`config.mk`:
```
export PLATFORM = sky130hd
export DESIGN_NAME = ufc_top
export DESIGN_NICKNAME = d
export VERILOG_FILES = /design/src/include/ufc_pkg.sv /design/src/rtl/ufc_sync.sv /design/src/rtl/ufc_baud.sv /design/src/rtl/ufc_top.sv
export VERILOG_INCLUDE_DIRS = /design/src /design/src/include
export SDC_FILE = /design/constraint.sdc
export NUM_CORES = 1
export LEC_CHECK = 0
export ABC_CLOCK_PERIOD_IN_PS = 11300
export BUFFER_PORTS_ARGS = -buffer_cell sky130_fd_sc_hd__clkbuf_2
export CAP_MARGIN = 20
export CORE_AREA = 8 8 209 111
export CTS_BUF_LIST = sky130_fd_sc_hd__clkbuf_4 sky130_fd_sc_hd__clkbuf_8 sky130_fd_sc_hd__clkbuf_16
export CTS_CLUSTER_DIAMETER = 80
export DETAILED_ROUTE_END_ITERATION = 10
export DIE_AREA = 0 0 217 119
export GPL_TIMING_DRIVEN = 0
export PLACE_DENSITY = 0.71
export SETUP_SLACK_MARGIN = 0.2
export SLEW_MARGIN = 20
export SYNTH_ARGS = -nofsm -noshare
export SYNTH_HDL_FRONTEND = slang
export SYNTH_HIERARCHICAL = 1
export SYNTH_SLANG_ARGS = --single-unit
```
`constraint.sdc`:
```
create_clock -name sys_clk -period 11.3 [get_ports sys_clk]
set_input_delay 2.26 -clock sys_clk [delete_from_list [all_inputs] [get_ports sys_clk]]
set_output_delay 2.26 -clock sys_clk [all_outputs]
set_load 0.005 [all_outputs]
```
`src/include/ufc_defs.svh`:
```
// Constants of the serial channel flow, trigger and divisor configuration block.
// Contract
// - Low four control bits pick software flow mode.
// - Control bit 4 unlocks protected enable, FIFO, modem bits.
// - Special detect flags characters matching second Xoff.
// - Automatic RTS follows halt and restore thresholds.
// - Automatic CTS halts transmission while CTS high.
// - Baud divisor is sixteen bits in two bytes.
// - Divisor bytes writable only before sleep enabled.
// - Threshold register holds halt low, restore high nibble.
// - Threshold writes need control bit 4 and modem bit 6.
// - Trigger register holds transmit low, receive high nibble.
// - Trigger writes need control bit 4 and modem bit 6.
// - Zero trigger nibble falls back to FIFO control level.
// - Ready bits 0,1 show transmit space at trigger.
// - Ready bits 4,5 show receive above trigger or timeout.
// - Ready register read at address 7 when enabled.
// - Modem bit 6 opens threshold and trigger access.
// - Modem bit 4 loops transmit back to receive.
`ifndef UFC_DEFS_SVH
`define UFC_DEFS_SVH

`define UFC_A_DLL       3'h0
`define UFC_A_DLH       3'h1
`define UFC_A_IER       3'h1
`define UFC_A_FCR       3'h2
`define UFC_A_IIR       3'h2
`define UFC_A_EFR       3'h2
`define UFC_A_LCR       3'h3
`define UFC_A_MCR       3'h4
`define UFC_A_TCR       3'h6
`define UFC_A_TLR       3'h7
`define UFC_A_FRDY      3'h7
`define UFC_A_XOFF2     3'h7

`define UFC_LCR_EFR_KEY 8'hbf
`define UFC_LCR_DLAB    7
`define UFC_EFR_WEN     4
`define UFC_EFR_SCD     5
`define UFC_EFR_ARTS    6
`define UFC_EFR_ACTS    7
`define UFC_IER_SLEEP   4
`define UFC_FCR_EN      0
`define UFC_MCR_RTS     1
`define UFC_MCR_FRDY    2
`define UFC_MCR_LOOP    4
`define UFC_MCR_TLREN   6

`define UFC_IER_PROT    8'hf0
`define UFC_FCR_PROT    8'h30
`define UFC_MCR_PROT    8'he0
`define UFC_RST_BYTE    8'h00
`define UFC_ZERO_NIB    4'h0

`define UFC_TX_TRIG0    7'h08
`define UFC_TX_TRIG1    7'h10
`define UFC_TX_TRIG2    7'h20
`define UFC_TX_TRIG3    7'h38
`define UFC_RX_TRIG0    7'h08
`define UFC_RX_TRIG1    7'h10
`define UFC_RX_TRIG2    7'h38
`define UFC_RX_TRIG3    7'h3c

`define UFC_IIR_NONE    4'h1
`define UFC_IIR_SPECIAL 4'h0
`define UFC_DIV_ONE     16'h0001

`endif

```
`src/include/ufc_pkg.sv`:
```
// Types shared by the configuration block files.
package ufc_pkg;
  typedef enum logic {UFC_TX_RUN, UFC_TX_HALT} ufc_tx_state_t;
  typedef logic [7:0] ufc_byte_t;
  typedef logic [6:0] ufc_level_t;
endpackage

```
`src/rtl/ufc_sync.sv`:
```
// Two-stage synchroniser for pin inputs.
`timescale 1ns/1ps
module ufc_sync #(
  parameter int WIDTH = 1
) (
  input  wire logic             sys_clk,
  input  wire logic             rst_n,
  input  wire logic             clk_en,
  input  wire logic [WIDTH-1:0] async_in,
  output logic      [WIDTH-1:0] sync_out
);
  logic [WIDTH-1:0] meta_r;
  logic [WIDTH-1:0] meta_nxt;
  logic [WIDTH-1:0] sync_nxt;

  always_comb
  begin
    meta_nxt = clk_en ? async_in : meta_r;
    sync_nxt = clk_en ? meta_r : sync_out;
  end

  // Reset loads all ones, the idle level of the select and strobe pins routed through here.
  always_ff @(posedge sys_clk or negedge rst_n)
  begin
    if (!rst_n)
    begin
      meta_r   <= '1;
      sync_out <= '1;
    end
    else
    begin
      meta_r   <= meta_nxt;
      sync_out <= sync_nxt;
    end
  end
endmodule

```
`src/rtl/ufc_baud.sv`:
```
// Baud rate divider producing one tick per divisor period.
`timescale 1ns/1ps
`include "ufc_defs.svh"
module ufc_baud (
  input  wire logic        sys_clk,
  input  wire logic        rst_n,
  input  wire logic        clk_en,
  input  wire logic [15:0] divisor,
  output logic             baud_tick
);
  logic [15:0] cnt_r;
  logic [15:0] cnt_nxt;
  logic        tick_nxt;

  // A zero divisor stops the generator.
  always_comb
  begin
    cnt_nxt  = cnt_r;
    tick_nxt = baud_tick;
    if (clk_en)
    begin
      tick_nxt = 1'b0;
      if (divisor == 16'h0000)
        cnt_nxt = 16'h0000;
      else if (cnt_r >= divisor - `UFC_DIV_ONE)
      begin
        cnt_nxt  = 16'h0000;
        tick_nxt = 1'b1;
      end
      else
        cnt_nxt = cnt_r + `UFC_DIV_ONE;
    end
  end

  always_ff @(posedge sys_clk or negedge rst_n)
  begin
    if (!rst_n)
    begin
      cnt_r     <= 16'h0000;
      baud_tick <= 1'b0;
    end
    else
    begin
      cnt_r     <= cnt_nxt;
      baud_tick <= tick_nxt;
    end
  end
endmodule

```
`src/rtl/ufc_top.sv`:
```
// Flow control, trigger level, divisor and FIFO ready configuration of serial channel A.
`timescale 1ns/1ps
`include "ufc_defs.svh"
module ufc_top (
  input  wire logic       sys_clk,
  input  wire logic       resetn,
  input  wire logic       clk_en,
  input  wire logic       channel_a_select_n,
  input  wire logic       channel_b_select_n,
  input  wire logic       bus_rd_n,
  input  wire logic       bus_wr_n,
  input  wire logic [2:0] bus_addr,
  input  wire logic [7:0] bus_din,
  output logic      [7:0] bus_dout,
  output logic            bus_doe,
  input  wire logic       chb_fifo_rdy_en,
  input  wire logic       chb_tx_ready,
  input  wire logic       chb_rx_ready,
  input  wire logic [6:0] rx_fifo_level,
  input  wire logic [6:0] tx_fifo_free,
  input  wire logic       rx_timeout,
  input  wire logic       rx_char_valid,
  input  wire logic [7:0] rx_char,
  input  wire logic       tx_busy,
  input  wire logic       tx_serial,
  input  wire logic       rx_pin,
  input  wire logic       cts_n,
  output logic            rts_n,
  output logic            tx_pin,
  output logic            rx_serial,
  output logic            tx_allow,
  output logic            baud_tick,
  output logic            special_char,
  output logic      [3:0] swfc_mode,
  output logic      [6:0] tx_trig_level,
  output logic      [6:0] rx_trig_level,
  output logic            sleep_mode
);
  localparam int SW = 17;
  logic                   rst_meta_r, rst_n;
  logic [SW-1:0]          pins_s;
  logic                   sel_a, sel_b, rd_s, wr_s, cts_hi_s, rx_pin_s;
  logic [2:0]             addr_s;
  logic [7:0]             din_s;
  logic                   wr_q_r, rd_q_r, wr_evt, rd_end;
  ufc_pkg::ufc_byte_t     lcr_r, ier_r, fcr_r, mcr_r, efr_r, dll_r, dlh_r, tcr_r, tlr_r, xoff2_r;
  ufc_pkg::ufc_byte_t     lcr_nxt, ier_nxt, fcr_nxt, mcr_nxt, efr_nxt, dll_nxt, dlh_nxt, tcr_nxt, tlr_nxt;
  ufc_pkg::ufc_byte_t     xoff2_nxt, dout_nxt, frdy_val, iir_val;
  logic                   sc_flag_r, sc_flag_nxt, doe_nxt, special_nxt, sc_hit;
  logic                   bank_key, bank_dlab, tcr_open, frdy_ok;
  ufc_pkg::ufc_tx_state_t tx_state_r, tx_state_nxt;
  logic                   rts_n_nxt, tx_pin_nxt, rx_serial_nxt, tx_allow_nxt, cts_hi_eff, sleep_nxt;
  ufc_pkg::ufc_level_t    halt_lvl, restore_lvl, tx_trig_nxt, rx_trig_nxt;
  logic [3:0]             swfc_nxt;
  // Keeps the old bits inside the protected mask unless the write enable is set.
  function automatic ufc_pkg::ufc_byte_t merge_prot(input ufc_pkg::ufc_byte_t old_v,
                                                    input ufc_pkg::ufc_byte_t new_v,
                                                    input ufc_pkg::ufc_byte_t mask,
                                                    input logic               wen);
    merge_prot = wen ? new_v : ((old_v & mask) | (new_v & ~mask));
  endfunction

  // Turns a nibble in steps of four into a byte count.
  function automatic ufc_pkg::ufc_level_t nib_level(input logic [3:0] nib);
    nib_level = {1'b0, nib, 2'b00};
  endfunction

  always_ff @(posedge sys_clk or negedge resetn)
  begin
    if (!resetn)
    begin
      rst_meta_r <= 1'b0;
      rst_n      <= 1'b0;
    end
    else
    begin
      rst_meta_r <= 1'b1;
      rst_n      <= rst_meta_r;
    end
  end

  ufc_sync #(.WIDTH (SW)) u_pin_sync (
    .sys_clk   (sys_clk),
    .rst_n     (rst_n),
    .clk_en    (clk_en),
    .async_in  ({channel_a_select_n, channel_b_select_n, bus_rd_n, bus_wr_n, bus_addr, bus_din, cts_n, rx_pin}),
    .sync_out  (pins_s)
  );

  assign sel_a    = ~pins_s[16];
  assign sel_b    = ~pins_s[15];
  assign rd_s     = ~pins_s[14];
  assign wr_s     = ~pins_s[13];
  assign addr_s   = pins_s[12:10];
  assign din_s    = pins_s[9:2];
  assign cts_hi_s = pins_s[1];
  assign rx_pin_s = pins_s[0];

  ufc_baud u_baud (
    .sys_clk   (sys_clk),
    .rst_n     (rst_n),
    .clk_en    (clk_en),
    .divisor   ({dlh_r, dll_r}),
    .baud_tick (baud_tick)
  );

  // A write is taken when the strobe ends, with data still held by the host.
  assign wr_evt    = clk_en & wr_q_r & ~wr_s & sel_a;
  assign rd_end    = clk_en & rd_q_r & ~rd_s & sel_a;
  assign bank_key  = (lcr_r == `UFC_LCR_EFR_KEY);
  assign bank_dlab = lcr_r[`UFC_LCR_DLAB] & ~bank_key;
  assign tcr_open  = efr_r[`UFC_EFR_WEN] & mcr_r[`UFC_MCR_TLREN];
  assign frdy_ok   = (sel_a & mcr_r[`UFC_MCR_FRDY] & ~mcr_r[`UFC_MCR_LOOP]) | (sel_b & chb_fifo_rdy_en);
  assign sc_hit    = clk_en & rx_char_valid & efr_r[`UFC_EFR_SCD] & (rx_char == xoff2_r);
  assign frdy_val  = {2'b00, chb_rx_ready, (rx_fifo_level > rx_trig_level) | rx_timeout,
                      2'b00, chb_tx_ready, (tx_fifo_free >= tx_trig_level)};
  assign iir_val   = {fcr_r[`UFC_FCR_EN], fcr_r[`UFC_FCR_EN], 1'b0, sc_flag_r,
                      sc_flag_r ? `UFC_IIR_SPECIAL : `UFC_IIR_NONE};

  always_comb
  begin
    lcr_nxt     = lcr_r;
    ier_nxt     = ier_r;
    fcr_nxt     = fcr_r;
    mcr_nxt     = mcr_r;
    efr_nxt     = efr_r;
    dll_nxt     = dll_r;
    dlh_nxt     = dlh_r;
    tcr_nxt     = tcr_r;
    tlr_nxt     = tlr_r;
    xoff2_nxt   = xoff2_r;
    sc_flag_nxt = sc_flag_r;
    dout_nxt    = bus_dout;
    doe_nxt     = bus_doe;
    special_nxt = clk_en ? sc_hit : special_char;
    if (wr_evt)
    begin
      if (addr_s == `UFC_A_LCR)
        lcr_nxt = din_s;
      else if (bank_key)
      begin
        if (addr_s == `UFC_A_EFR)
          efr_nxt = din_s;
        else if (addr_s == `UFC_A_XOFF2)
          xoff2_nxt = din_s;
      end
      else if (bank_dlab)
      begin
        if (addr_s == `UFC_A_DLL && !ier_r[`UFC_IER_SLEEP])
          dll_nxt = din_s;
        else if (addr_s == `UFC_A_DLH && !ier_r[`UFC_IER_SLEEP])
          dlh_nxt = din_s;
      end
      else if (addr_s == `UFC_A_IER)
        ier_nxt = merge_prot(ier_r, din_s, `UFC_IER_PROT, efr_r[`UFC_EFR_WEN]);
      else if (addr_s == `UFC_A_FCR)
        fcr_nxt = merge_prot(fcr_r, din_s, `UFC_FCR_PROT, efr_r[`UFC_EFR_WEN]);
      else if (addr_s == `UFC_A_MCR)
        mcr_nxt = merge_prot(mcr_r, din_s, `UFC_MCR_PROT, efr_r[`UFC_EFR_WEN]);
      else if (addr_s == `UFC_A_TCR && tcr_open)
        tcr_nxt = din_s;
      else if (addr_s == `UFC_A_TLR && tcr_open)
        tlr_nxt = din_s;
    end
    // Reading the identification register clears the special flag; a new match wins.
    if (rd_end && !bank_key && !bank_dlab && addr_s == `UFC_A_IIR)
      sc_flag_nxt = 1'b0;
    if (sc_hit)
      sc_flag_nxt = 1'b1;
    if (clk_en)
    begin
      doe_nxt  = rd_s & (sel_a | (sel_b & frdy_ok & addr_s == `UFC_A_FRDY));
      dout_nxt = `UFC_RST_BYTE;
      if (addr_s == `UFC_A_LCR)
        dout_nxt = lcr_r;
      else if (bank_key)
      begin
        if (addr_s == `UFC_A_EFR)
          dout_nxt = efr_r;
        else if (addr_s == `UFC_A_XOFF2)
          dout_nxt = xoff2_r;
      end
      else if (bank_dlab)
      begin
        if (addr_s == `UFC_A_DLL)
          dout_nxt = dll_r;
        else if (addr_s == `UFC_A_DLH)
          dout_nxt = dlh_r;
      end
      else if (addr_s == `UFC_A_FRDY && frdy_ok)
        dout_nxt = frdy_val;
      else if (addr_s == `UFC_A_IER)
        dout_nxt = ier_r;
      else if (addr_s == `UFC_A_IIR)
        dout_nxt = iir_val;
      else if (addr_s == `UFC_A_MCR)
        dout_nxt = mcr_r;
      else if (addr_s == `UFC_A_TCR && tcr_open)
        dout_nxt = tcr_r;
      else if (addr_s == `UFC_A_TLR && tcr_open)
        dout_nxt = tlr_r;
    end
  end

  always_ff @(posedge sys_clk or negedge rst_n)
  begin
    if (!rst_n)
    begin
      wr_q_r       <= 1'b0;
      rd_q_r       <= 1'b0;
      lcr_r        <= `UFC_RST_BYTE;
      ier_r        <= `UFC_RST_BYTE;
      fcr_r        <= `UFC_RST_BYTE;
      mcr_r        <= `UFC_RST_BYTE;
      efr_r        <= `UFC_RST_BYTE;
      dll_r        <= `UFC_RST_BYTE;
      dlh_r        <= `UFC_RST_BYTE;
      tcr_r        <= `UFC_RST_BYTE;
      tlr_r        <= `UFC_RST_BYTE;
      xoff2_r      <= `UFC_RST_BYTE;
      sc_flag_r    <= 1'b0;
      bus_dout     <= `UFC_RST_BYTE;
      bus_doe      <= 1'b0;
      special_char <= 1'b0;
    end
    else
    begin
      wr_q_r       <= clk_en ? wr_s : wr_q_r;
      rd_q_r       <= clk_en ? rd_s : rd_q_r;
      lcr_r        <= lcr_nxt;
      ier_r        <= ier_nxt;
      fcr_r        <= fcr_nxt;
      mcr_r        <= mcr_nxt;
      efr_r        <= efr_nxt;
      dll_r        <= dll_nxt;
      dlh_r        <= dlh_nxt;
      tcr_r        <= tcr_nxt;
      tlr_r        <= tlr_nxt;
      xoff2_r      <= xoff2_nxt;
      sc_flag_r    <= sc_flag_nxt;
      bus_dout     <= dout_nxt;
      bus_doe      <= doe_nxt;
      special_char <= special_nxt;
    end
  end

  assign halt_lvl    = nib_level(tcr_r[3:0]);
  assign restore_lvl = nib_level(tcr_r[7:4]);
  // In loopback the modem RTS bit stands in for the CTS pin.
  assign cts_hi_eff  = mcr_r[`UFC_MCR_LOOP] ? ~mcr_r[`UFC_MCR_RTS] : cts_hi_s;

  always_comb
  begin
    tx_state_nxt  = tx_state_r;
    rts_n_nxt     = rts_n;
    tx_pin_nxt    = tx_pin;
    rx_serial_nxt = rx_serial;
    tx_allow_nxt  = tx_allow;
    tx_trig_nxt   = tx_trig_level;
    rx_trig_nxt   = rx_trig_level;
    swfc_nxt      = swfc_mode;
    sleep_nxt     = sleep_mode;
    if (clk_en)
    begin
      swfc_nxt  = efr_r[3:0];
      sleep_nxt = ier_r[`UFC_IER_SLEEP];
      if (mcr_r[`UFC_MCR_LOOP])
      begin
        rts_n_nxt     = 1'b1;
        tx_pin_nxt    = 1'b1;
        rx_serial_nxt = tx_serial;
      end
      else
      begin
        tx_pin_nxt    = tx_serial;
        rx_serial_nxt = rx_pin_s;
        if (!efr_r[`UFC_EFR_ARTS])
          rts_n_nxt = ~mcr_r[`UFC_MCR_RTS];
        else if (rx_fifo_level >= halt_lvl)
          rts_n_nxt = 1'b1;
        else if (rx_fifo_level <= restore_lvl)
          rts_n_nxt = 1'b0;
      end
      // The halt state only changes between characters.
      case (tx_state_r)
        ufc_pkg::UFC_TX_RUN:
          if (efr_r[`UFC_EFR_ACTS] && cts_hi_eff && !tx_busy)
            tx_state_nxt = ufc_pkg::UFC_TX_HALT;
        ufc_pkg::UFC_TX_HALT:
          if ((!efr_r[`UFC_EFR_ACTS] || !cts_hi_eff) && !tx_busy)
            tx_state_nxt = ufc_pkg::UFC_TX_RUN;
        default:
          tx_state_nxt = ufc_pkg::UFC_TX_RUN;
      endcase
      tx_allow_nxt = (tx_state_nxt == ufc_pkg::UFC_TX_RUN);
      case (fcr_r[5:4])
        2'b00:   tx_trig_nxt = `UFC_TX_TRIG0;
        2'b01:   tx_trig_nxt = `UFC_TX_TRIG1;
        2'b10:   tx_trig_nxt = `UFC_TX_TRIG2;
        default: tx_trig_nxt = `UFC_TX_TRIG3;
      endcase
      case (fcr_r[7:6])
        2'b00:   rx_trig_nxt = `UFC_RX_TRIG0;
        2'b01:   rx_trig_nxt = `UFC_RX_TRIG1;
        2'b10:   rx_trig_nxt = `UFC_RX_TRIG2;
        default: rx_trig_nxt = `UFC_RX_TRIG3;
      endcase
      if (tlr_r[3:0] != `UFC_ZERO_NIB)
        tx_trig_nxt = nib_level(tlr_r[3:0]);
      if (tlr_r[7:4] != `UFC_ZERO_NIB)
        rx_trig_nxt = nib_level(tlr_r[7:4]);
    end
  end

  always_ff @(posedge sys_clk or negedge rst_n)
  begin
    if (!rst_n)
    begin
      tx_state_r    <= ufc_pkg::UFC_TX_RUN;
      rts_n         <= 1'b1;
      tx_pin        <= 1'b1;
      rx_serial     <= 1'b1;
      tx_allow      <= 1'b1;
      tx_trig_level <= `UFC_TX_TRIG0;
      rx_trig_level <= `UFC_RX_TRIG0;
      swfc_mode     <= `UFC_ZERO_NIB;
      sleep_mode    <= 1'b0;
    end
    else
    begin
      tx_state_r    <= tx_state_nxt;
      rts_n         <= rts_n_nxt;
      tx_pin        <= tx_pin_nxt;
      rx_serial     <= rx_serial_nxt;
      tx_allow      <= tx_allow_nxt;
      tx_trig_level <= tx_trig_nxt;
      rx_trig_level <= rx_trig_nxt;
      swfc_mode     <= swfc_nxt;
      sleep_mode    <= sleep_nxt;
    end
  end
endmodule

```
-- Yosys cells after proc, flatten, opt, wreduce, memory -nomap -nowiden
Index checks and enable logic that the tools add are counted.
Widths: inputs -> output; s select.
- logic and storage cells: 164
- output and inout port bits: 34
- register bits after elaboration: 170
- bitwise gates (word level): 39
- equality and inequality tests: 13
- add/subtract/negate cells: 2
- $lt $le $gt $ge: 5
- reduce and logical (&&, ||, !) cells: 36
- muxes and demuxes: 38
- operator list (operator ; count):
    $mux 8 ; 16
    $pmux 6 s3 ; 2
    $mux 16 ; 2
    $and 1x1->1 ; 17
    $add 16x1->16 const B ; 1
    $ge 16x16->1 ; 1
    $logic_not 16->1 ; 1
    $not 1->1 ; 16
    $sub 16x1->16 const B ; 1
    $mux 1 ; 15
    $reduce_and 5->1 ; 3
    $mux 7 ; 2
    $reduce_and 6->1 ; 2
    $logic_and 1x1->1 ; 11
    $eq 3x3->1 const B ; 3
    $reduce_and 9->1 ; 1
    $eq 8x8->1 ; 1
    $eq 8x8->1 const B ; 1
    $or 6x8->8 ; 1
    $or 8x4->8 ; 1
    $or 8x5->8 ; 1
    $reduce_and 8->1 ; 1
    $reduce_bool 4->1 ; 2
    $ge 7x6->1 ; 1
    other kinds (18) ; 30

-- Logic depth before layout (Yosys ltp)
Gate-level depths: netlist (run 1).
- word-level depth: 11
- mapped depth: 14

-- By module
Netlist (run 1), hierarchy kept.
- by module, submodules not included (module ; seq. area each (um^2) ; times used ; cells an instance ; area an instance (um^2)):
    ufc_top ; 2760.1 ; 1 ; 524 ; 5780.5
    ufc_baud ; 425.4 ; 1 ; 165 ; 1522.7
    ufc_sync ; 893.4 ; 1 ; 72 ; 1460.2

-- Worst setup path before layout (run 1)
No wires, ideal clock.
- path type: input-to-reg
- start: input port clk_en
- end: register dll_r[0]
- data required time: 11.175 ns
- stages on the path: 6
- arrival time: 3.500 ns
- buffers on the path: 1
- path slack: 7.675 ns
- cell sequence: nand4b_2 nor2_2 nand3_2 or4_4 buf_6 mux2_4
- word-level cells in the longest chain between the ends: 4
- ends and longest elaborated chain (what ; line ; source):
    start: declaration ; ufc_top.sv:7 ; input wire logic clk_en,
    $and 1x1->1 (3 in a row) ; ufc_top.sv:108 ; assign wr_evt = clk_en & wr_q_r & ~wr_s & sel_a;
    $reduce_and 5->1 (no line) ; -- ;
    end signal: assignment ; ufc_top.sv:216 ; dll_r <= `UFC_RST_BYTE;
    end signal: assignment ; ufc_top.sv:235 ; dll_r <= dll_nxt;
    end: declaration ; ufc_top.sv:46 ; ufc_pkg::ufc_byte_t lcr_r, ier_r, fcr_r, mcr_r, efr_r, dll_r, dlh_r, tcr_r, tlr_r, xoff2_r;
No other way between the ends.
A chain may end at the register's enable or synchronous reset.

-- Worst setup path after layout (run 1)
- start: input port clk_en
- end: register tx_trig_level[5]
- RTL lines (what ; line ; source):
    end signal: assignment ; ufc_top.sv:324 ; tx_trig_level <= `UFC_TX_TRIG0;
    end signal: assignment ; ufc_top.sv:336 ; tx_trig_level <= tx_trig_nxt;
    end: declaration ; ufc_top.sv:35 ; output logic [6:0] tx_trig_level,
No word-level cell between the ends.

==> impl_metrics.yaml, run 1 <==
timing:
  finalCritPeriodShare_pct: 36.9
  min_period_ns: 4.17
  finalHoldViolCount: 0
  tightest_slew_ns: 1.10
  max_slew_margin_pct: 26.5
  rsz0062_at_grt: "false"
  max_freq_mhz: 240
  finalClockSkew_ns: 0.0136
  drv_slew: 0
  setup_viol: 0
  fin_tns_setup_ns: 0
  setup_ws_ns: 7.13
  whs_ns: 0.182
detailed_routing:
  drtIter0Drc: 589
  viasPerCell: 5.60
  wirelength_mm: 24.7
  drc: 0
  drt-wirelength-per-cell_microns: 21.4
  dr.pass1.iters: 5
  vias: 6450
  ant_nets: 0
placement:
  hpwl_mm: 18.8
  gp_congestion: 0.959
  dpl_worst_slack_ns: 6.79
  numPortBuffers: 76
  post_dp_cell_area_sq_um: 9590
global_routing:
  grt_pass1_wl_mm: 38.4
  grt_antenna_before_repair: 0
  first_global_vias: 6356
  grtUsageMet3_pct: 7.18
  grt_max_degree: 52
  busiest_layer: "met1"
  grt.overflow.total: 0
  grt_usage_pct: 19.3
  grtUsageMet1_pct: 30.6
  grt_util_met2_pct: 23.3
power_and_ir_drop:
  ir_worst_vdd_v: 0.000120
  pwr-share-comb_pct: 26.2
  p_leak_uw: 0.00470
  p_int_uw: 1240
  pwr-share-seq_pct: 40.6
  swShare_pct: 32.1
  p_total_uw: 1820
  switching_power_uw: 584
  power_density_nw_per_um2: 178
  p_clk_share_pct: 33.2
clocking:
  clockBufferDepth: 2
  clk_latency_ns: 0.43
  cts_buffers: 17
  cts_resized: 0
  cts-root-buf: "clkbuf_16"
  h-tree-depth: 4
  clkTransAtPathRegs_ns: 0.06
  cts_tree: "done"
  cts_sinks: 161
  cts_hold_buffers: 0
  post_cts_buffers: 0
setup_path:
  crit_type: "input port to flop"
  cp-end-kind: "flop"
  worstReg2RegStart: "dll_r[0]"
  ff2ff_setup_slack_ns: 7.42
  cp-start-kind: "input port"
  path_max_fanout: 10
  critPathArrivalTime_ns: 4.45
  r2r_cells: 14
  required_ns: 11.58
  reg2reg_to: "u_baud/cnt_r[11]"
floorplanning:
  io_pins: 83
  num_rows: 37
  die_h_microns: 119
  start_util_pct: 43.4
  die_x_microns: 217
  coreArea_sq_um: 20200
  die-area_sq_um: 25800
yosys:
  synth_seq_area_share_pct: 46.5
  ys_top_cells_by_count: "dfrtp_1, mux2_2, inv_1, dfstp_2, nand2_1"
  ys_ff_latch: 161
  async_flop_share_pct: 100
  synthMostInstantiatedCell: "dfrtp_1"
  synth_edf_count: 0
  syn_inst: 761
  synth_area_leaders: "dfrtp_1, dfstp_2, mux2_2, mux2_4, ha_1"
  synth-main-ff-cell: "dfrtp_1"
  netlist_area_sq_um: 8760
  postSynthAreaPerCell_sq_um: 11.5
  netlist.top_cell.by_area: "dfrtp_1"
  yosys.cell_types.count: 80
  ys_warn_count: 6
  synth_top_area_share_pct: 34.6
finish:
  nFillCells: 1818
  multi_input_area_sq_um: 4180
  reg.largest.list: "u_pin_sync/meta_r: 17 flops, u_pin_sync/sync_out: 17 flops, u_baud/cnt_r: 16 flops"
  regArea_sq_um: 4080
  drive_gt1_share_pct: 35.1
  finalInstanceArea_sq_um: 10200
  area_growth_pct: 16.4
  fin_nets: 950
run_status:
  run_status: "finished clean"
worst_hold_path:
  hp-class: "flop to async pin"
job:
  cap_violations: 0
==> stage by stage <==
step           util, %  instances
3_3_place_gp      47.1       1115
5_1_grt           50.5       1150
3_5_place_dp      47.5       1118
6_report          50.6       1151
2_1_floorplan        -        766
4_1_cts           50.5       1150
==> layout by cell type (no fill, tap or decap), types with 31 or more instances in the layout <==
cell | Yosys | layout
mux2_2 | 65 | 65
o21ai_0 | 33 | 33
xnor2_1 | 31 | 31
clkbuf_2 | 2 | 78
dfstp_2 | 40 | 40
inv_1 | 55 | 55
mux2_4 | 38 | 38
nand2_1 | 39 | 39
dfrtp_1 | 121 | 120
ha_1 | 37 | 37
==> layer usage <==
layer	vias to the layer above	routed length, microns
met5	-	0
met4	0	341
li1	2948	-
met2	270	8900
met1	3210	12700
met3	22	2720
==> power groups by stage <==
| stage | Clock [uW] | Combinational, uW | Sequential [uW] |
|---|---|---|---|
| after floorplan | 0 | 342 | 723 |
| after global placement | 0 | 442 | 753 |
| after detailed placement | 0 | 468 | 746 |
| after CTS | 611 | 472 | 736 |
| after global routing | 635 | 526 | 749 |
| final | 604 | 478 | 739 |
==> critical path: stages <==
cell and delay, ns:
clkbuf_2 0.19, clkbuf_1 0.63, buf_1 0.66, clkbuf_1 0.55
a31oi_1 0.16
==> cell families (layout without fill, tap and decap cells) <==
kind of cell / count (synthesis) / count (layout) / share of synthesized area (%)
buf+inv: 100 / 211 / 6.00
other cells: 2 / 8 / 0.0857
mux: 113 / 113 / 16.0
flops: 161 / 161 / 46.5
compound gates: 153 / 153 / 11.9
xor+xnor: 35 / 35 / 3.50
fa+ha+maj: 37 / 37 / 5.28
simple gates: 160 / 160 / 10.7
==> how the worst max path moves through the flow <==
stage | endpoint | slack (ns) | cells after the start | from
after floorplan | bus_doe | 6.55 | 0 | rst_n
after global placement | swfc_mode[1] | 4.60 | 0 | rst_n
after detailed placement | tx_trig_level[5] | 6.79 | 5 | clk_en
after CTS | tx_trig_level[5] | 7.22 | 5 | clk_en
after global routing | tx_trig_level[4] | 7.05 | 5 | clk_en
final | tx_trig_level[5] | 7.13 | 5 | clk_en
==> final cells by class <==
type                       instances  area share (%)
tap                              273            3.35
antenna                            1          0.0245
multi-input combinational        505            40.9
timing repair buffer              79            4.54
sequential                       161            40.0
inverter                          55            2.02
buffer                            45            3.13
clock buffer                      20            4.45
clock inverter                    12            1.53
(Power assumes the default switching activity.)
==> run 2: changes to the inputs <==
--- a/config.mk
+++ b/config.mk
@@ -6,7 +6,7 @@
 export SDC_FILE = /design/constraint.sdc
 export NUM_CORES = 1
 export LEC_CHECK = 0
-export ABC_CLOCK_PERIOD_IN_PS = 11300
+export ABC_CLOCK_PERIOD_IN_PS = 3600
 export BUFFER_PORTS_ARGS = -buffer_cell sky130_fd_sc_hd__clkbuf_2
 export CAP_MARGIN = 20
 export CORE_AREA = 8 8 209 111
@@ -15,7 +15,7 @@
 export DETAILED_ROUTE_END_ITERATION = 10
 export DIE_AREA = 0 0 217 119
 export GPL_TIMING_DRIVEN = 0
-export PLACE_DENSITY = 0.71
+export PLACE_DENSITY = 0.73
 export SETUP_SLACK_MARGIN = 0.2
 export SLEW_MARGIN = 20
 export SYNTH_ARGS = -nofsm -noshare
==> constraint.sdc (replaced) <==
create_clock -name sys_clk -period 3.6 [get_ports sys_clk]
set_input_delay 0.72 -clock sys_clk [delete_from_list [all_inputs] [get_ports sys_clk]]
set_output_delay 0.72 -clock sys_clk [all_outputs]
set_load 0.005 [all_outputs]
==> impl_metrics.yaml, run 2 (synthesis results as in run 1) <==
power_and_ir_drop:
  p_leak_uw: 0.00481
  ir_worst_vdd_v: 0.000345
  power_density_nw_per_um2: 568
timing:
  max_freq_mhz: 281
  finalHoldViolCount: 0
  min_period_ns: 3.55
  setup_viol: 0
  tightest_slew_ns: 1.11
  whs_ns: 0.0510
  finalCritPeriodShare_pct: 98.7
  drv_slew: 0
  finalClockSkew_ns: 0.0138
  max_slew_margin_pct: 25.9
  rsz0062_at_grt: "true"
floorplanning:
  die_x_microns: 217
  io_pins: 83
  die_h_microns: 119
  coreArea_sq_um: 20200
  die-area_sq_um: 25800
  num_rows: 37
  start_util_pct: 43.4
global_routing:
  first_global_vias: 6539
  grt_max_degree: 47
  grt.overflow.total: 0
  grt_antenna_before_repair: 0
  grt_usage_pct: 19.4
  grt_pass1_wl_mm: 38.9
placement:
  numPortBuffers: 76
  post_dp_cell_area_sq_um: 9600
  hpwl_mm: 18.8
  gp_congestion: 0.966
finish:
  finalInstanceArea_sq_um: 10500
  diodes: 0
  finalCoreUtilization_pct: 51.9
  final_common_cell: "dfrtp_1"
  drive_gt1_share_pct: 39.0
  fin_nets: 962
  area_growth_pct: 19.5
  layout_common_cells: "dfrtp_1, clkbuf_2, mux2_2, inv_1, dfstp_2"
  reg.largest.list: "u_pin_sync/meta_r: 17 flops, u_pin_sync/sync_out: 17 flops, u_baud/cnt_r: 16 flops"
job:
  cap_violations: 0
setup_path:
  required_ns: 3.97
  cp-end-kind: "flop"
  critPathArrivalTime_ns: 3.92
  cp-start-kind: "flop"
  crit_type: "flop to flop"
  r2r_cells: 14
  path_max_fanout: 5
clocking:
  clockBufferDepth: 2
  h-tree-depth: 4
  cts_hold_buffers: 0
  cts_sinks: 161
  clk_latency_ns: 0.44
  clkTransAtPathRegs_ns: 0.08
  cts_buffers: 17
  cts-root-buf: "clkbuf_16"
  cts_tree: "done"
run_status:
  run_status: "finished clean"
detailed_routing:
  viasPerCell: 5.67
  dr.pass1.iters: 5
  drtIter0Drc: 579
  drt-wirelength-per-cell_microns: 21.4
  wirelength_mm: 24.9
  ant_nets: 0
  vias: 6585
  drc: 0
worst_hold_path:
  hp-class: "input port to async pin"
[run 2: final timing paths]
path / from / end / slack [ns]
max in group asynchronous: rst_n / u_pin_sync/sync_out[12] / 2.36
worst max register to register: dll_r[1] / u_baud/cnt_r[0] / 0.05
worst max-delay path: dll_r[1] / u_baud/cnt_r[0] / 0.05
min in group sys_clk: rst_meta_r / rst_n / 0.36
worst min-delay path: resetn / rst_n / 0.05
worst min register to register: rst_n / rx_trig_level[5] / 0.29
[run 2: area by class of cell]
cell class              instances  area, sq um
plain buffers                  45          319
well taps                     273          342
flip-flops and latches        161         4090
clock inverters                14          166
repair buffers                 91          576
inverters                      55          206
clock buffers                  18          450
multi-input cells             505         4330
fillers                      1803         9710
[run 2: where the power goes]
part           switching, uW  internal (uW)  leakage, uW
Combinational            905            836      0.00253
Clock                    861           1030     0.000302
Sequential               257           2060      0.00197
Total                   2020           3930      0.00481
[run 2: metrics by stage]
stage	setup TNS, ns	setup slack [ns]	instances	power, uW
finish	0	0.0457	1162	5950
global placement	-6.84	-0.101	1115	3760
global route	-0.513	-0.0679	1162	6240
detailed placement	-1.10	-0.128	1118	3820
floorplan	0	0.236	766	3350
CTS	0	0.0828	1157	5850
[run 2: critical path: stages, from the launching register on]
cell	delay, ns
dfrtp_2	0.43
inv_2	0.08
ha_4	0.13
or4b_4	0.46
or3_4	0.44
nor3_4	0.15
xnor2_1	0.09
ha_1	0.29
and4_4	0.16
nand4_1	0.15
a311oi_2	0.10
or4_1	0.57
buf_6	0.17
buf_12	0.13
mux2i_1	0.13
[run 2: what timing repair did]
item / in CTS / in global routing
cloned: 0 / 1
pin swaps: 14 / 6
endpoints found under the setup margin: 16 / 16
resized for setup: 21 / 6
setup buffers: 7 / 4
[run 2: per-layer routing]
metal  wire length, microns  GRT usage, %  vias to the layer above
met4                    250          4.96                        0
li1                       -             -                     2977
met5                      0             0                        -
met1                  12800          30.5                     3333
met2                   9360          24.0                      252
met3                   2490          6.92                       23
==> run 3: changes to the inputs <==
--- a/config.mk
+++ b/config.mk
@@ -8,9 +8,9 @@
 export LEC_CHECK = 0
 export ABC_CLOCK_PERIOD_IN_PS = 3600
 export BUFFER_PORTS_ARGS = -buffer_cell sky130_fd_sc_hd__clkbuf_2
-export CAP_MARGIN = 20
+export CAP_MARGIN = 15
 export CORE_AREA = 8 8 209 111
-export CTS_BUF_LIST = sky130_fd_sc_hd__clkbuf_4 sky130_fd_sc_hd__clkbuf_8 sky130_fd_sc_hd__clkbuf_16
+export CTS_BUF_LIST = sky130_fd_sc_hd__clkbuf_8
 export CTS_CLUSTER_DIAMETER = 80
 export DETAILED_ROUTE_END_ITERATION = 10
 export DIE_AREA = 0 0 217 119
==> impl_metrics.yaml, run 3 (synthesis results as in run 1) <==
placement:
  dpl_worst_slack_ns: -0.128
  numPortBuffers: 76
  hpwl_mm: 18.8
  gp_congestion: 0.966
  dp_cells: 1118
finish:
  drive_gt1_share_pct: 38.9
  final_common_cell: "dfrtp_1"
  stdcell_count: 1164
  area_growth_pct: 17.5
  fin_nets: 963
  reg.largest.list: "u_pin_sync/meta_r: 17 flops, u_pin_sync/sync_out: 17 flops, u_baud/cnt_r: 16 flops"
  layout_common_cells: "dfrtp_1, clkbuf_2, mux2_2, inv_1, dfstp_2"
global_routing:
  first_global_vias: 6526
  grt_pass1_wl_mm: 38.7
  grt_usage_pct: 19.4
  grt_antenna_before_repair: 0
  grt.overflow.total: 0
  grt_max_degree: 47
timing:
  fin_tns_setup_ns: 0
  finalCritPeriodShare_pct: 98.8
  max_slew_margin_pct: 26.0
  setup_viol: 0
  setup_ws_ns: 0.0416
  whs_ns: 0.292
  rsz0062_at_grt: "true"
  finalHoldViolCount: 0
  finalClockSkew_ns: 0.0242
  tightest_slew_ns: 1.11
  drv_slew: 0
  min_period_ns: 3.56
  max_freq_mhz: 281
power_and_ir_drop:
  power_density_nw_per_um2: 535
  p_clk_share_pct: 26.3
  p_total_uw: 5500
  p_int_uw: 3550
  pwr-share-seq_pct: 42.1
  switching_power_uw: 1960
  p_leak_uw: 0.00472
  pwr-share-comb_pct: 31.6
  ir_worst_vdd_v: 0.000275
  swShare_pct: 35.5
clocking:
  cts_sinks: 161
  clk_latency_ns: 0.49
  clkTransAtPathRegs_ns: 0.11
  cts-root-buf: "clkbuf_8"
  cts_tree: "done"
  h-tree-depth: 4
  cts_buffers: 17
  clockBufferDepth: 2
detailed_routing:
  dr.pass1.iters: 5
  routed.top_layer: "met5"
  drt-wirelength-per-cell_microns: 21.3
  wl_met3_mm: 2.57
  drc: 0
  ant_nets: 0
  viasPerCell: 5.65
  drt-met1-wl_mm: 12.7
  vias: 6577
  drtIter0Drc: 648
  wl_met2_mm: 9.23
  wirelength_mm: 24.8
floorplanning:
  num_rows: 37
  io_pins: 83
  start_util_pct: 43.4
  die_x_microns: 217
  die-area_sq_um: 25800
  coreArea_sq_um: 20200
  die_h_microns: 119
worst_hold_path:
  hp-class: "flop to async pin"
run_status:
  run_status: "finished clean"
setup_path:
  reg2reg_to: "u_baud/cnt_r[10]"
  crit_type: "flop to flop"
  critPathArrivalTime_ns: 3.96
  cp-end-kind: "flop"
  ff2ff_setup_slack_ns: 0.04
  worstReg2RegStart: "dll_r[1]"
  cp-start-kind: "flop"
  required_ns: 4.01
  path_max_fanout: 5
  r2r_cells: 14
job:
  cap_violations: 0
run 3: cell types whose count changed in the layout (fill, tap and decap cells not counted):
| cell | before | now |
|---|---|---|
| clkbuf_16 | 19 | 1 |
| clkbuf_8 | 1 | 18 |
| bufinv_16 | 1 | 2 |
| diode_2 | 0 | 1 |
| dlygate4sd3_1 | 1 | 2 |
| o22ai_1 | 9 | 10 |
| o22ai_2 | 15 | 14 |
run 3: cell type report:
class | instances | area [sq um]
well taps | 273 | 342
repair buffers | 92 | 586
diodes | 1 | 2.50
flip-flops and latches | 161 | 4090
fillers | 1835 | 9890
multi-input cells | 505 | 4320
clock buffers | 17 | 234
clock inverters | 15 | 196
inverters | 55 | 206
plain buffers | 45 | 319
run 3: worst max path at each step:
stage          cells after the start  slack (ns)      from               end
2_1_floorplan                     14        0.24  dll_r[0]  u_baud/cnt_r[10]
3_3_place_gp                      14       -0.10  dll_r[0]  u_baud/cnt_r[13]
3_5_place_dp                      14       -0.13  dll_r[0]  u_baud/cnt_r[13]
4_1_cts                           14        0.08  dll_r[1]  u_baud/cnt_r[14]
5_1_grt                           14       -0.08  dll_r[1]  u_baud/cnt_r[11]
6_report                          14        0.04  dll_r[1]  u_baud/cnt_r[10]
run 3: power groups by stage:
stage	Sequential (uW)	Clock, uW	Combinational [uW]
floorplan	2270	0	1080
global placement	2360	0	1390
detailed placement	2350	0	1480
CTS	2300	1470	1630
global route	2350	1540	1910
finish	2320	1450	1740
run 3: metrics by stage:
step / instance area, sq um / util (%)
final: 10300 / 51.0
after global routing: 10300 / 51.0
after floorplan: 8800 / -
after detailed placement: 9600 / 47.6
after CTS: 10200 / 50.5
after global placement: 9520 / 47.2
run 3: repair_timing:
action / 4_1_cts / 5_1_grt
resized for setup: 19 / 7
gates cloned: 0 / 1
pin swaps: 14 / 7
setup buffers: 7 / 4
endpoints found under the setup margin: 16 / 16
hold buffers: 1 / 0
endpoints found under the hold margin: 2 / 0
run 3: worst max-delay path: stages, from the launching register on:
cell	delay [ns]
dfrtp_2	0.43
inv_2	0.08
ha_4	0.13
or4b_4	0.46
or3_4	0.44
nor3_4	0.14
xnor2_1	0.09
ha_1	0.29
and4_4	0.16
nand4_1	0.15
a311oi_2	0.09
or4_1	0.57
buf_6	0.17
clkbuf_16	0.16
o22ai_2	0.10
run 3: per-layer routing:
layer | vias up | global-route usage (%)
met1 | 3303 | 30.8
met4 | 2 | 4.63
li1 | 2972 | -
met3 | 28 | 6.27
met2 | 272 | 23.9
met5 | - | 2.04
